`config.mk`:
```
export PLATFORM = sky130hd
export DESIGN_NAME = pkm_pin_mux
export DESIGN_NICKNAME = d
export VERILOG_FILES = /design/src/design/pkm_pkg.sv /design/src/design/pkm_pin_mux.sv /design/src/design/pkm_pin_cell.sv
export SDC_FILE = /design/constraint.sdc
export NUM_CORES = 1
export LEC_CHECK = 0
export BUFFER_PORTS_ARGS = -buffer_cell sky130_fd_sc_hd__buf_2
export CAP_MARGIN = 30
export CORE_AREA = 2 2 175 177
export DETAILED_ROUTE_END_ITERATION = 12
export DIE_AREA = 0 0 177 179
export PLACE_DENSITY = 0.61
export SYNTH_ARGS = -nofsm -noshare
export SYNTH_HDL_FRONTEND = slang
export SYNTH_SLANG_ARGS = --single-unit
export TNS_END_PERCENT = 100
```
`constraint.sdc`:
```
create_clock -name sys_clk -period 2.2 [get_ports sys_clk]
set_clock_uncertainty 0.15 [all_clocks]
set_input_delay 0.44 -clock sys_clk [delete_from_list [all_inputs] [get_ports sys_clk]]
set_output_delay 0.44 -clock sys_clk [all_outputs]
set_load 0.03 [all_outputs]
```
`src/design/pkm_pkg.sv`:
```
// Purpose: shared types and constants for the port K/M/P/S/T pin mux
// Assumes: one bus clock, asynchronous active-low reset
// Notes:   per-pin selection codes live here so the mux and bench agree
package pkm_pkg;

    // ************************************************************
    // widths and mode encodings
    // ************************************************************
    localparam int PORT_W = 8;

    // three latched mode pins {c,b,a}; expanded modes have mode_select_a set
    localparam logic [2:0] MODE_RESET_VAL = 3'h0;
    localparam int         MODE_EXP_BIT   = 0;

    // port K field positions
    localparam int PK_ECS_BIT = 7;
    localparam int PK_XA_HI   = 5;
    localparam int EXTENDED_ADDRESS_HI   = 19;
    localparam int EXTENDED_ADDRESS_LO   = 14;

    // port M per-pin selections, gpio first, then highest priority first within a pin
    typedef enum logic [2:0] {
        PKM_SEL_GPIO,
        PKM_SEL_TT,
        PKM_SEL_CAN_A,
        PKM_SEL_CAN_B,
        PKM_SEL_SPI0,
        PKM_SEL_DLINK
    } pkm_sel_t;

    // one pad's worth of drive
    typedef struct packed {
        logic out;
        logic oe;
    } pkm_drive_t;

    // peripheral output bundle for one 8-bit port
    typedef struct packed {
        logic [PORT_W-1:0] out;
        logic [PORT_W-1:0] oe;
        logic [PORT_W-1:0] en;
    } pkm_periph_t;

endpackage : pkm_pkg

```
`src/design/pkm_pin_mux.sv`:
```
// Purpose: pin function mux for ports K, M, P, S and T
// Assumes: peripherals sit on sys_clk; pads are asynchronous
// Notes:   each pin: fixed priority over functions, gpio lowest
// Function
// - unselected pins act as plain gpio
// - expanded mode: K7 drives chip select
// - reset release latches K7 into flash bit
// - expanded mode: K5..K0 carry address 19..14
// - M7: slot mismatch pulse or can4 tx
// - M6: format error pulse or can4 rx
// - M5: reception ok, can0/4 tx, spi0 sck
// - M4: sync ok, can0/4 rx, spi0 mosi
// - M3: tt tx, can1/0 tx, spi0 ss
// - M2: tt rx, can1/0 rx, spi0 miso
// - M1: can0 tx or datalink tx
// - M0: can0 rx or datalink rx
// - port P pins raise wake-up interrupts
// - P pin n carries pwm channel n
// - P3..P0 carry spi1 ss sck mosi miso
// - S7..S4 carry spi0 ss sck mosi miso
// - S3..S0 carry serial unit 1 and 0
// - T pin n serves timer channel n
// - flash bit set makes flash visible
// - mode taken from pins at reset release
`timescale 1ns/1ns
module pkm_pin_mux
    import pkm_pkg::*;
#(
    parameter int PW = PORT_W
)(
    input  wire logic              sys_clk,
    input  wire logic              rst_n,
    // pads
    input  wire logic [PW-1:0]     pk_in,
    input  wire logic [PW-1:0]     pm_in,
    input  wire logic [PW-1:0]     pp_in,
    input  wire logic [PW-1:0]     ps_in,
    input  wire logic [PW-1:0]     pt_in,
    input  wire logic              mode_select_c,
    input  wire logic              mode_select_b,
    input  wire logic              mode_select_a,
    output logic [PW-1:0]          pk_out,
    output logic [PW-1:0]          pk_oe,
    output logic [PW-1:0]          pm_out,
    output logic [PW-1:0]          pm_oe,
    output logic [PW-1:0]          pp_out,
    output logic [PW-1:0]          pp_oe,
    output logic [PW-1:0]          ps_out,
    output logic [PW-1:0]          ps_oe,
    output logic [PW-1:0]          pt_out,
    output logic [PW-1:0]          pt_oe,
    // gpio register side, one struct per port
    input  wire pkm_periph_t       gpio_k,
    input  wire pkm_periph_t       gpio_m,
    input  wire pkm_periph_t       gpio_p,
    input  wire pkm_periph_t       gpio_s,
    input  wire pkm_periph_t       gpio_t,
    output logic [PW-1:0]          pk_pad_lvl,
    output logic [PW-1:0]          pm_pad_lvl,
    output logic [PW-1:0]          pp_pad_lvl,
    output logic [PW-1:0]          ps_pad_lvl,
    output logic [PW-1:0]          pt_pad_lvl,
    // expanded bus
    input  wire logic              emulation_chip_select_n,
    input  wire logic [EXTENDED_ADDRESS_HI:EXTENDED_ADDRESS_LO] extended_address,
    output logic [2:0]             mode_latched,
    output logic                   flash_visible_bit,
    // time-triggered bus controller
    input  wire logic              tt_en,
    input  wire logic              tt_slot_mismatch_pulse,
    input  wire logic              tt_format_error_pulse,
    input  wire logic              tt_reception_ok_pulse,
    input  wire logic              tt_sync_ok_pulse,
    input  wire logic              tt_bus_tx,
    output logic                   tt_bus_rx,
    // can controllers: [0]=can0 [1]=can1 [2]=can4
    input  wire logic [2:0]        can_en,
    input  wire logic              can0_on_m54,
    input  wire logic              can0_on_m32,
    input  wire logic [2:0]        can_tx_line,
    output logic [2:0]             can_rx_line,
    // serial datalink
    input  wire logic              serial_datalink_ctrl_en,
    input  wire logic              datalink_tx,
    output logic                   datalink_rx,
    // spi units: bit 0 unit0 on M, bit 1 unit0 on S, bit 2 unit1 on P
    input  wire logic [2:0]        spi_route_en,
    input  wire pkm_periph_t       spi0_io,
    input  wire pkm_periph_t       spi1_io,
    output logic [3:0]             spi0_in,
    output logic [3:0]             spi1_in,
    // pwm, timer, serial units, wake-up
    input  wire pkm_periph_t       pwm_io,
    input  wire pkm_periph_t       timer_io,
    output logic [PW-1:0]          capture_compare_channel,
    input  wire logic [1:0]        async_serial_unit_en,
    input  wire logic [1:0]        async_serial_unit_tx,
    output logic [1:0]             async_serial_unit_rx,
    input  wire logic [PW-1:0]     wake_en,
    output logic                   portp_wakeup_irq
);

    if (PW != PORT_W)
    begin : g_bad_width
        $error("pkm_pin_mux: pin map fixed at eight pins per port");
    end

    // ************************************************************
    // pad synchronisers: second stage only is read
    // ************************************************************
    logic [PW-1:0] k_s1_q, m_s1_q, p_s1_q, s_s1_q, t_s1_q;
    logic [PW-1:0] k_s2_q, m_s2_q, p_s2_q, s_s2_q, t_s2_q;
    logic [2:0]    md_s1_q, md_s2_q;

    always_ff @(posedge sys_clk or negedge rst_n)
    begin
        if (!rst_n)
        begin
            {k_s1_q, m_s1_q, p_s1_q, s_s1_q, t_s1_q} <= '0;
            {k_s2_q, m_s2_q, p_s2_q, s_s2_q, t_s2_q} <= '0;
            md_s1_q <= MODE_RESET_VAL;
            md_s2_q <= MODE_RESET_VAL;
        end
        else
        begin
            {k_s1_q, m_s1_q, p_s1_q, s_s1_q, t_s1_q} <= {pk_in, pm_in, pp_in, ps_in, pt_in};
            {k_s2_q, m_s2_q, p_s2_q, s_s2_q, t_s2_q} <= {k_s1_q, m_s1_q, p_s1_q, s_s1_q, t_s1_q};
            md_s1_q <= {mode_select_c, mode_select_b, mode_select_a};
            md_s2_q <= md_s1_q;
        end
    end

    // ************************************************************
    // straps: caught once, first clocked cycle after sync settles
    // ************************************************************
    logic [1:0] strap_cnt_q;
    logic       strap_done_q;
    logic [2:0] mode_q;
    logic       flash_q;

    // waits two edges so the synchronisers hold real pad levels
    always_ff @(posedge sys_clk or negedge rst_n)
    begin
        if (!rst_n)
        begin
            strap_cnt_q  <= 2'h0;
            strap_done_q <= 1'b0;
            mode_q       <= MODE_RESET_VAL;
            flash_q      <= 1'b0;
        end
        else if (!strap_done_q)
        begin
            if (strap_cnt_q == 2'h2)
            begin
                strap_done_q <= 1'b1;
                mode_q       <= md_s2_q;
                flash_q      <= k_s2_q[PK_ECS_BIT];
            end
            else
                strap_cnt_q <= strap_cnt_q + 2'h1;
        end
    end

    assign mode_latched      = mode_q;
    assign flash_visible_bit = flash_q;

    wire exp_mode = strap_done_q && mode_q[MODE_EXP_BIT];

    // ************************************************************
    // per-pin request tables, index 0 is highest priority
    // ************************************************************
    localparam int NR = 4;
    logic [NR-1:0] k_en [PW], k_o [PW], k_oe [PW];
    logic [NR-1:0] m_en [PW], m_o [PW], m_oe [PW];
    logic [NR-1:0] p_en [PW], p_o [PW], p_oe [PW];
    logic [NR-1:0] s_en [PW], s_o [PW], s_oe [PW];
    logic [NR-1:0] t_en [PW], t_o [PW], t_oe [PW];

    wire spi0m = spi_route_en[0];
    wire spi0s = spi_route_en[1];
    wire spi1p = spi_route_en[2];
    wire cm_a  = can_en[0] && can0_on_m54;
    wire c4_m  = can_en[2];
    wire c0_m10 = can_en[0] && !can0_on_m54 && !can0_on_m32;

    always_comb
    begin
        for (int i = 0; i < PW; i++)
        begin
            {k_en[i], k_o[i], k_oe[i]} = '0;
            {m_en[i], m_o[i], m_oe[i]} = '0;
            {p_en[i], p_o[i], p_oe[i]} = '0;
            {s_en[i], s_o[i], s_oe[i]} = '0;
            // timer channel n on pin n
            t_en[i] = {3'h0, timer_io.en[i]};
            t_o[i]  = {3'h0, timer_io.out[i]};
            t_oe[i] = {3'h0, timer_io.oe[i]};
            // pwm is lowest peripheral on port P, spi1 wins above it
            p_en[i][1] = pwm_io.en[i];
            p_o[i][1]  = pwm_io.out[i];
            p_oe[i][1] = 1'b1;
        end
        // expanded bus on port K
        k_en[PK_ECS_BIT] = {3'h0, exp_mode};
        k_o[PK_ECS_BIT]  = {3'h0, emulation_chip_select_n};
        k_oe[PK_ECS_BIT] = {3'h0, 1'b1};
        for (int i = 0; i <= PK_XA_HI; i++)
        begin
            k_en[i] = {3'h0, exp_mode};
            k_o[i]  = {3'h0, extended_address[EXTENDED_ADDRESS_LO + i]};
            k_oe[i] = {3'h0, 1'b1};
        end
        // port M: tt > can > spi0 > datalink
        m_en[7] = {2'h0, c4_m, tt_en};
        m_o[7]  = {2'h0, can_tx_line[2], tt_slot_mismatch_pulse};
        m_oe[7] = {2'h0, 2'h3};
        m_en[6] = {2'h0, c4_m, tt_en};
        m_o[6]  = {2'h0, 1'b0, tt_format_error_pulse};
        m_oe[6] = {2'h0, 2'h1};
        m_en[5] = {1'h0, spi0m, can_en[2] | cm_a, tt_en};
        m_o[5]  = {1'h0, spi0_io.out[1], cm_a ? can_tx_line[0] : can_tx_line[2],
                   tt_reception_ok_pulse};
        m_oe[5] = {1'h0, spi0_io.oe[1], 2'h3};
        m_en[4] = {1'h0, spi0m, can_en[2] | cm_a, tt_en};
        m_o[4]  = {1'h0, spi0_io.out[2], 1'b0, tt_sync_ok_pulse};
        m_oe[4] = {1'h0, spi0_io.oe[2], 2'h1};
        m_en[3] = {1'h0, spi0m, can_en[1] | (can_en[0] && can0_on_m32), tt_en};
        m_o[3]  = {1'h0, spi0_io.out[0], can_en[1] ? can_tx_line[1] : can_tx_line[0],
                   tt_bus_tx};
        m_oe[3] = {1'h0, spi0_io.oe[0], 2'h3};
        m_en[2] = {1'h0, spi0m, can_en[1] | (can_en[0] && can0_on_m32), tt_en};
        m_o[2]  = {1'h0, spi0_io.out[3], 2'h0};
        m_oe[2] = {1'h0, spi0_io.oe[3], 2'h0};
        m_en[1] = {2'h0, serial_datalink_ctrl_en,
                   can_en[0] && !can0_on_m54 && !can0_on_m32};
        m_o[1]  = {2'h0, datalink_tx, can_tx_line[0]};
        m_oe[1] = {2'h0, 2'h3};
        m_en[0] = {2'h0, serial_datalink_ctrl_en,
                   can_en[0] && !can0_on_m54 && !can0_on_m32};
        // port P: spi1 on pins 3..0 above pwm, order ss sck mosi miso
        for (int i = 0; i < 4; i++)
        begin
            p_en[i][0] = spi1p;
            p_o[i][0]  = spi1_io.out[3 - i];
            p_oe[i][0] = spi1_io.oe[3 - i];
        end
        // port S: spi0 on 7..4, serial units on 3..0
        for (int i = 0; i < 4; i++)
        begin
            s_en[4 + i] = {3'h0, spi0s};
            s_o[4 + i]  = {3'h0, spi0_io.out[3 - i]};
            s_oe[4 + i] = {3'h0, spi0_io.oe[3 - i]};
        end
        s_en[3] = {3'h0, async_serial_unit_en[1]};
        s_o[3]  = {3'h0, async_serial_unit_tx[1]};
        s_oe[3] = {3'h0, 1'b1};
        s_en[2] = {3'h0, async_serial_unit_en[1]};
        s_en[1] = {3'h0, async_serial_unit_en[0]};
        s_o[1]  = {3'h0, async_serial_unit_tx[0]};
        s_oe[1] = {3'h0, 1'b1};
        s_en[0] = {3'h0, async_serial_unit_en[0]};
    end

    // ************************************************************
    // one registered pad cell per pin
    // ************************************************************
    for (genvar g = 0; g < PW; g++)
    begin : g_pin
        pkm_pin_cell #(.N_REQ(NR)) u_k (
            .sys_clk(sys_clk), .rst_n(rst_n), .req_en(k_en[g]), .req_out(k_o[g]),
            .req_oe(k_oe[g]), .gpio_out(gpio_k.out[g]), .gpio_oe(gpio_k.oe[g]),
            .pad_out(pk_out[g]), .pad_oe(pk_oe[g]));
        pkm_pin_cell #(.N_REQ(NR)) u_m (
            .sys_clk(sys_clk), .rst_n(rst_n), .req_en(m_en[g]), .req_out(m_o[g]),
            .req_oe(m_oe[g]), .gpio_out(gpio_m.out[g]), .gpio_oe(gpio_m.oe[g]),
            .pad_out(pm_out[g]), .pad_oe(pm_oe[g]));
        pkm_pin_cell #(.N_REQ(NR)) u_p (
            .sys_clk(sys_clk), .rst_n(rst_n), .req_en(p_en[g]), .req_out(p_o[g]),
            .req_oe(p_oe[g]), .gpio_out(gpio_p.out[g]), .gpio_oe(gpio_p.oe[g]),
            .pad_out(pp_out[g]), .pad_oe(pp_oe[g]));
        pkm_pin_cell #(.N_REQ(NR)) u_s (
            .sys_clk(sys_clk), .rst_n(rst_n), .req_en(s_en[g]), .req_out(s_o[g]),
            .req_oe(s_oe[g]), .gpio_out(gpio_s.out[g]), .gpio_oe(gpio_s.oe[g]),
            .pad_out(ps_out[g]), .pad_oe(ps_oe[g]));
        pkm_pin_cell #(.N_REQ(NR)) u_t (
            .sys_clk(sys_clk), .rst_n(rst_n), .req_en(t_en[g]), .req_out(t_o[g]),
            .req_oe(t_oe[g]), .gpio_out(gpio_t.out[g]), .gpio_oe(gpio_t.oe[g]),
            .pad_out(pt_out[g]), .pad_oe(pt_oe[g]));
    end

    // ************************************************************
    // input forwarding, registered, and port P wake-up
    // ************************************************************
    logic [PW-1:0] p_prev_q;
    logic          wake_q;

    // tt, can1 and datalink rx idle high when their pin is not routed, can4 rx while tt is on; can0, spi and serial rx always follow their pins
    always_ff @(posedge sys_clk or negedge rst_n)
    begin
        if (!rst_n)
        begin
            {pk_pad_lvl, pm_pad_lvl, pp_pad_lvl, ps_pad_lvl, pt_pad_lvl} <= '0;
            tt_bus_rx               <= 1'b1;
            can_rx_line             <= 3'h7;
            datalink_rx             <= 1'b1;
            spi0_in                 <= 4'h0;
            spi1_in                 <= 4'h0;
            capture_compare_channel <= '0;
            async_serial_unit_rx    <= 2'h3;
            p_prev_q                <= '0;
            wake_q                  <= 1'b0;
        end
        else
        begin
            {pk_pad_lvl, pm_pad_lvl, pp_pad_lvl, ps_pad_lvl, pt_pad_lvl}
                <= {k_s2_q, m_s2_q, p_s2_q, s_s2_q, t_s2_q};
            tt_bus_rx <= tt_en ? m_s2_q[2] : 1'b1;
            can_rx_line[2] <= tt_en ? 1'b1 : (m_s2_q[6] & (cm_a ? 1'b1 : m_s2_q[4]));
            can_rx_line[1] <= (can_en[1] && !tt_en) ? m_s2_q[2] : 1'b1;
            can_rx_line[0] <= cm_a ? m_s2_q[4] :
                              can0_on_m32 ? m_s2_q[2] : m_s2_q[0];
            datalink_rx <= (serial_datalink_ctrl_en && !c0_m10) ? m_s2_q[0] : 1'b1;
            spi0_in <= spi0s ? {s_s2_q[4], s_s2_q[5], s_s2_q[6], s_s2_q[7]}
                             : {m_s2_q[2], m_s2_q[4], m_s2_q[5], m_s2_q[3]};
            spi1_in <= {p_s2_q[0], p_s2_q[1], p_s2_q[2], p_s2_q[3]};
            capture_compare_channel <= t_s2_q;
            async_serial_unit_rx <= {s_s2_q[2], s_s2_q[0]};
            p_prev_q <= p_s2_q;
            // held off until sync settles, else reset release looks like an edge
            wake_q <= strap_done_q && (|((p_s2_q ^ p_prev_q) & wake_en));
        end
    end

    assign portp_wakeup_irq = wake_q;

    // ************************************************************
    // checks
    // ************************************************************
    exp_ecs_a: assert property (@(posedge sys_clk) disable iff (!rst_n)
        exp_mode |=> pk_oe[PK_ECS_BIT] && pk_out[PK_ECS_BIT] == $past(emulation_chip_select_n))
        else $error("chip select not on K7");
    extended_address_map_a: assert property (@(posedge sys_clk) disable iff (!rst_n)
        exp_mode |=> pk_out[PK_XA_HI:0] == $past(extended_address))
        else $error("address not on K5..K0");
    tt_prio_a: assert property (@(posedge sys_clk) disable iff (!rst_n)
        tt_en |=> pm_out[7] == $past(tt_slot_mismatch_pulse))
        else $error("tt pulse lost priority");
    gpio_idle_a: assert property (@(posedge sys_clk) disable iff (!rst_n)
        (timer_io.en == '0) |=> pt_out == $past(gpio_t.out) && pt_oe == $past(gpio_t.oe))
        else $error("gpio not passed through");
    pwm_map_a: assert property (@(posedge sys_clk) disable iff (!rst_n)
        pwm_io.en[6] |=> pp_out[6] == $past(pwm_io.out[6]) && pp_oe[6])
        else $error("pwm6 not on P6");
    spi1_win_a: assert property (@(posedge sys_clk) disable iff (!rst_n)
        (spi1p && pwm_io.en[0]) |=> pp_oe[0] == $past(spi1_io.oe[3]))
        else $error("spi1 not above pwm");
    strap_once_a: assert property (@(posedge sys_clk) disable iff (!rst_n)
        strap_done_q |=> $stable(flash_visible_bit) && $stable(mode_latched))
        else $error("strap changed after capture");
    wake_edge_a: assert property (@(posedge sys_clk) disable iff (!rst_n)
        (strap_done_q && |(($past(p_s2_q) ^ p_s2_q) & wake_en)) |=> portp_wakeup_irq)
        else $error("wake-up missed");
    sci_map_a: assert property (@(posedge sys_clk) disable iff (!rst_n)
        async_serial_unit_en[1] |=> ps_out[3] == $past(async_serial_unit_tx[1]))
        else $error("serial unit 1 tx not on S3");

endmodule : pkm_pin_mux

```
`src/design/pkm_pin_cell.sv`:
```
// Purpose: one pad slice: priority pick of up to eight requests over gpio
// Assumes: requests come from same-clock logic, the pad input is already synchronised
// Notes:   registered drive so top-level outputs come straight from flops
`timescale 1ns/1ns
module pkm_pin_cell
    import pkm_pkg::*;
#(
    parameter int N_REQ = 4
)(
    input  wire logic             sys_clk,
    input  wire logic             rst_n,
    input  wire logic [N_REQ-1:0] req_en,
    input  wire logic [N_REQ-1:0] req_out,
    input  wire logic [N_REQ-1:0] req_oe,
    input  wire logic             gpio_out,
    input  wire logic             gpio_oe,
    output logic                  pad_out,
    output logic                  pad_oe
);

    // refused at elaboration: the pick is unrolled per request
    if (N_REQ < 1 || N_REQ > 8)
    begin : g_bad_req
        $error("pkm_pin_cell: N_REQ out of range");
    end

    // ************************************************************
    // priority pick, index 0 wins, gpio last
    // ************************************************************
    pkm_drive_t drv_d;

    always_comb
    begin
        drv_d.out = gpio_out;
        drv_d.oe  = gpio_oe;
        for (int i = N_REQ - 1; i >= 0; i--)
        begin
            if (req_en[i])
            begin
                drv_d.out = req_out[i];
                drv_d.oe  = req_oe[i];
            end
        end
    end

    // registered so glitches of the pick never reach the pad
    always_ff @(posedge sys_clk or negedge rst_n)
    begin
        if (!rst_n)
        begin
            pad_out <= 1'b0;
            pad_oe  <= 1'b0;
        end
        else
        begin
            pad_out <= drv_d.out;
            pad_oe  <= drv_d.oe;
        end
    end

endmodule : pkm_pin_cell

```
==> impl_metrics.yaml, run 1 <==
synth:
  synth_area_leader_cell: "dfrtp_1"
  syn_area_mm2: 0.00765
  syn_inst: 484
  synth-async-reset-ratio: 1.00
  synth_warnings: 0
  synth_area_leaders: "dfrtp_1, buf_4, mux2_2"
  ys_seq_elements: 225
  yosysSeqAreaShare: 0.737
  yosysTopAreaCellShare: 0.713
  syn_avg_cell_area_um2: 15.8
  syn-num-nets: 784
  ys_types: 42
  synth_ff_type: "dfrtp_1"
  synth_enable_flop_cells: 0
setup_path:
  crit_path_start_kind: "flop"
  path_class: "reg -> reg"
  regToRegSetupSlack_ns: 0.30
  critical-path-max-stage-delay_ns: 0.56
  worstReg2RegEnd: "g_pin[1].u_k.pad_out$_DFF_PN0_"
  arrival_ns: 2.13
  crit_start: "strap_done_q$_DFF_PN0_"
  critPathSlowestCell: "dlygate4sd3_1"
  required_ns: 2.43
  ff2ff_path_depth: 3
  rr_startpoint: "strap_done_q$_DFF_PN0_"
  crit_path_cell_trace: "nand2_2 -> mux2_2 -> dlygate4sd3_1"
  end_kind: "flop"
  worstPathMaxFanout: 14
  endpoint: "g_pin[1].u_k.pad_out$_DFF_PN0_"
power:
  p_seq_frac: 0.435
  p_leak_uw: 0.00568
  clockPowerShare: 0.439
  p_int_uw: 7780
  p_per_area_mw_per_mm2: 868
  switching_share: 0.240
  vdd_drop_max_mv: 0.550
  switchingPower_uw: 2460
  p_comb_frac: 0.126
floorplan:
  die_area_mm2: 0.0317
  fp.dieW_um: 177
  row_count: 64
  core_mm2: 0.0300
  initial_core_util: 0.255
  chipHeight_um: 179
  ioPinCount: 447
global_routing:
  grt_antenna_before_repair: 0
  grt_pass1_wl_mm: 29.2
  grt_remaining_overflow: 0
  grt_pass1_vias: 5543
  grt_usage: 0.118
  grt_max_degree: 69
clock_tree:
  root_buffer: "clkbuf_16"
  path_clk_slew_ns: 0.06
  clock_sinks: 225
  cts_max_level: 1
  cts_tree: "done"
  cts.path.max_buffers: 3
  cts_made_buffers: 26
  clk_latency_ns: 0.51
placement:
  pre_cts_slack_ns: 0.652
  dp_hpwl_mm: 13.4
  port_buffers: 366
  gp_congestion: 0.746
detailed_routing:
  drc: 0
  first_pass_iters: 4
  met1_length_mm: 7.18
  ant_nets: 0
  wl_mm: 19.7
  wl_per_cell_um: 14.5
  wl_met3_mm: 1.39
  top_layer_used: "met4"
  dr_wl_met2_mm: 10.5
  drt-initial-drc-count: 158
  dr_total_vias: 5148
  post_drt_via_cell_ratio: 3.80
layout:
  nets: 1237
  antennaDiodeCount: 0
  flow.area_growth_from_synthesis_pct: 54.2
  n_fill_cell: 2847
  layout-drive-gt1-share: 0.502
sta:
  tightest_slew_ns: 0.412
  period_needed_ns: 1.90
  final.period_utilization: 0.862
  relSlewSlack: 0.724
  fin_setup_tns_ns: 0
  hold_viol_final: 0
  fmax_mhz: 527
  rsz0062_at_grt: "false"
  setup_violations: 0
  drv_slew: 0
  setup_ws_ns: 0.303
status:
  status: "finished, final reports clean"
run:
  drv_cap: 0
min_path:
  min_path_type: "in -> reg"
==> metrics by stage <==
step / cell area (um2) / cells / power [uW] / hold WS [ns] / utilization
after floorplan: 7650 / 484 / 5200 / -0.00559 / -
after detailed placement: 9310 / 1150 / 5590 / 0.185 / 0.310
after global routing: 11800 / 1353 / 10700 / 0.00599 / 0.393
after CTS: 11800 / 1353 / 10400 / 0.000364 / 0.393
final: 11800 / 1353 / 10200 / 0.0214 / 0.393
after global placement: 9310 / 1150 / 5570 / 0.182 / 0.310
==> kinds of logic after synthesis <==
family / after synthesis / synth area share
AO/OA/AOI/OAI: 30 / 0.0263
adder cells (fa/ha/maj): 1 / 0.00164
flip-flops: 225 / 0.737
buffers and inverters: 103 / 0.0977
XOR/XNOR: 9 / 0.0103
multiplexers: 59 / 0.0867
AND/OR/NAND/NOR: 57 / 0.0401
==> Yosys cell counts, types with 3 or more instances <==
cell type / number
a22oi_1: 5
dfrtp_1: 218
nand2_1: 15
o21ai_0: 11
mux2_2: 45
mux2i_1: 10
dfstp_2: 7
buf_4: 93
inv_1: 4
or2_2: 6
mux2_4: 3
nand2b_1: 10
xor2_1: 8
nor2_1: 10
nor2b_1: 5
==> metal layers <==
layer / vias to the layer above / global-route usage
met4: 0 / 0.0406
met5: - / 0
met1: 2500 / 0.133
li1: 2403 / -
met2: 209 / 0.216
met3: 36 / 0.0314
==> final cells by class <==
type | count | area (um2) | share of cell area
sequential | 225 | 5640 | 0.478
clock inverter | 11 | 143 | 0.0121
multi-input combinational | 156 | 1260 | 0.107
tap | 396 | 495 | 0.0420
inverter | 4 | 15.0 | 0.00127
timing repair buffer | 524 | 3450 | 0.293
clock buffer | 37 | 783 | 0.0664
==> power by group through the flow <==
stage	clock network, uW	registers, uW	logic [uW]
detailed placement	0	4530	1060
global route	4830	4480	1380
finish	4500	4450	1290
global placement	0	4520	1050
floorplan	0	4630	573
CTS	4670	4460	1290
==> cell usage in the layout, fill, tap and decap left out, types with 6 or more instances in the layout <==
| cell type | n |
|---|---|
| nor2_1 | 10 |
| clkbuf_8 | 7 |
| clkbuf_16 | 27 |
| or2_2 | 6 |
| mux2_2 | 45 |
| nand2_1 | 15 |
| xor2_1 | 8 |
| o21ai_0 | 11 |
| dlygate4sd3_1 | 155 |
| buf_2 | 365 |
| nand2b_1 | 10 |
| dfstp_2 | 7 |
| dfrtp_1 | 218 |
| mux2i_1 | 10 |
==> worst max-delay path, delay by kind of cell (launching register included) <==
| kind | cells | cell delay (ns) |
|---|---|---|
| flip-flops | 1 | 0.41 |
| AND/OR/NAND/NOR | 1 | 0.27 |
| multiplexers | 1 | 0.38 |
| buffers and inverters | 1 | 0.56 |
==> how the worst min path moves through the flow <==
| stage | from | to | cells past startpoint | slack (ns) |
|---|---|---|---|---|
| after global placement | t_s2_q[1]$_DFF_PN0_ | capture_compare_channel[1]$_DFF_PN0_ | 0 | 0.18 |
| after global routing | gpio_t[14] | g_pin[6].u_t.pad_oe$_DFF_PN0_ | 2 | 0.006 |
| after floorplan | rst_n | capture_compare_channel[0]$_DFF_PN0_ | 0 | -0.006 |
| after detailed placement | m_s1_q[2]$_DFF_PN0_ | m_s2_q[2]$_DFF_PN0_ | 0 | 0.18 |
| final | gpio_t[14] | g_pin[6].u_t.pad_oe$_DFF_PN0_ | 2 | 0.02 |
| after CTS | gpio_t[14] | g_pin[6].u_t.pad_oe$_DFF_PN0_ | 2 | 0.0004 |
==> timing repair <==
item                                   4_1_cts  5_1_grt
resized for setup                            0        0
endpoints found under the hold margin      158        0
hold buffers                               155        0
setup buffers                                0        0
No activity file was read; power rests on OpenSTA's default activity.
==> inputs of run 2 (changes only) <==
HOLD_SLACK_MARGIN = 0.1   (was default)
==> impl_metrics.yaml, run 2 (synthesis gave the netlist of run 1 again) <==
sta:
  setup_violations: 0
  drv_slew: 0
  final.period_utilization: 0.910
  rsz0062_at_grt: "false"
  period_needed_ns: 2.00
  fmax_mhz: 499
  fin_setup_tns_ns: 0
  hold_viol_final: 0
  relSlewSlack: 0.728
  tightest_slew_ns: 0.406
layout:
  mostFrequentLayoutCells: "buf_2, dfrtp_1, dlygate4sd3_1"
  n_fill_cell: 2797
  antennaDiodeCount: 0
  flow.area_growth_from_synthesis_pct: 58.9
  nets: 1273
  layout-drive-gt1-share: 0.483
  final_common_cell: "buf_2"
detailed_routing:
  dr_total_vias: 5329
  wl_mm: 20.2
  ant_nets: 0
  drc: 0
  first_pass_iters: 4
  wl_per_cell_um: 14.5
  post_drt_via_cell_ratio: 3.84
  drt-initial-drc-count: 155
global_routing:
  grt_antenna_before_repair: 0
  grt_max_degree: 69
  grt_usage: 0.121
  grt_pass1_vias: 5812
  grt_remaining_overflow: 0
  grt_pass1_wl_mm: 30.0
setup_path:
  ff2ff_path_depth: 3
  required_ns: 2.44
  arrival_ns: 2.24
  crit_path_start_kind: "primary input"
  end_kind: "flop"
  path_class: "in -> reg"
  worstPathMaxFanout: 4
power:
  vdd_drop_max_mv: 0.555
  power_uw: 10300
  p_seq_frac: 0.432
  switchingPower_uw: 2480
  p_leak_uw: 0.00582
  switching_share: 0.240
  clockPowerShare: 0.437
  p_comb_frac: 0.132
  p_per_area_mw_per_mm2: 849
  p_int_uw: 7840
clock_tree:
  cts_max_level: 1
  cts.path.max_buffers: 3
  cts-resized-gates: 0
  cts_tree: "done"
  root_buffer: "clkbuf_16"
  clk_latency_ns: 0.51
  path_clk_slew_ns: 0.06
  clock_sinks: 225
  cts_made_buffers: 26
min_path:
  min_path_cells: 3
  min_path_type: "in -> reg"
placement:
  gp_congestion: 0.746
  dp_hpwl_mm: 13.4
  port_buffers: 366
run:
  drv_cap: 0
floorplan:
  row_count: 64
  die_area_mm2: 0.0317
  initial_core_util: 0.255
  chipHeight_um: 179
  fp.dieW_um: 177
  core_mm2: 0.0300
  ioPinCount: 447
status:
  status: "finished, final reports clean"
## run 2: changes by cell type in the layout (fill, tap and decap cells not counted), sizes merged
cell         before  now
dlygate4sd3     155  191
## run 2: what timing repair did
item,CTS,global route
hold endpoints to repair,345,0
hold buffers,192,0
endpoints found under the setup margin,0,1
setup buffers,0,0
## run 2: per-layer routing
| metal | track usage | part of all wire |
|---|---|---|
| met1 | 0.134 | 0.37 |
| met2 | 0.224 | 0.53 |
| met3 | 0.0312 | 0.069 |
| met4 | 0.0430 | 0.032 |
| met5 | 0 | 0 |
## run 2: power groups by stage
stage          Clock (uW)  Sequential (uW)  Combinational, uW
6_report             4500             4450               1360
5_1_grt              4830             4480               1460
4_1_cts              4670             4460               1360
3_5_place_dp            0             4530               1060
3_3_place_gp            0             4520               1050
2_1_floorplan           0             4630                573
## run 2: layout make-up
cell class | instances | area [um2] | share of cell area
Clock buffer | 37 | 783 | 0.0645
Clock inverter | 11 | 143 | 0.0117
Inverter | 4 | 15.0 | 0.00124
Multi-Input combinational cell | 156 | 1260 | 0.104
Sequential cell | 225 | 5640 | 0.464
Tap cell | 396 | 495 | 0.0408
Timing Repair Buffer | 560 | 3810 | 0.314
## run 2: metrics by stage
stage,util,setup WS (ns),area [um2],std cells,hold slack (ns)
floorplan,-,0.791,7650,484,-0.00559
global placement,0.310,0.662,9310,1150,0.182
CTS,0.405,0.106,12200,1390,0.100
global route,0.405,0.185,12200,1389,0.135
detailed placement,0.310,0.652,9310,1150,0.185
finish,0.405,0.198,12200,1389,0.137
## run 2: path summary, 6_finish.rpt
path                                        startpoint                        endpoint  slack [ns]
worst max-delay path                         can_en[1]   g_pin[3].u_m.pad_oe$_DFF_PN0_        0.20
worst min-delay path                        wake_en[5]      portp_wakeup_irq$_DFF_PN0_        0.14
worst max register to register  strap_done_q$_DFF_PN0_  g_pin[1].u_k.pad_out$_DFF_PN0_        0.30
worst min register to register     m_s1_q[2]$_DFF_PN0_             m_s2_q[2]$_DFF_PN0_        0.19
max in group asynchronous                        rst_n        can_rx_line[1]$_DFF_PN1_        0.91
min in group asynchronous                        rst_n  g_pin[1].u_s.pad_out$_DFF_PN0_        0.25
## run 2: worst max-delay path, stage by stage
cell and delay [ns]:
dlygate4sd3_1 0.55, buf_2 0.16, a21oi_2 0.15, nand2b_1 0.12
a211o_1 0.27, dlygate4sd3_1 0.55
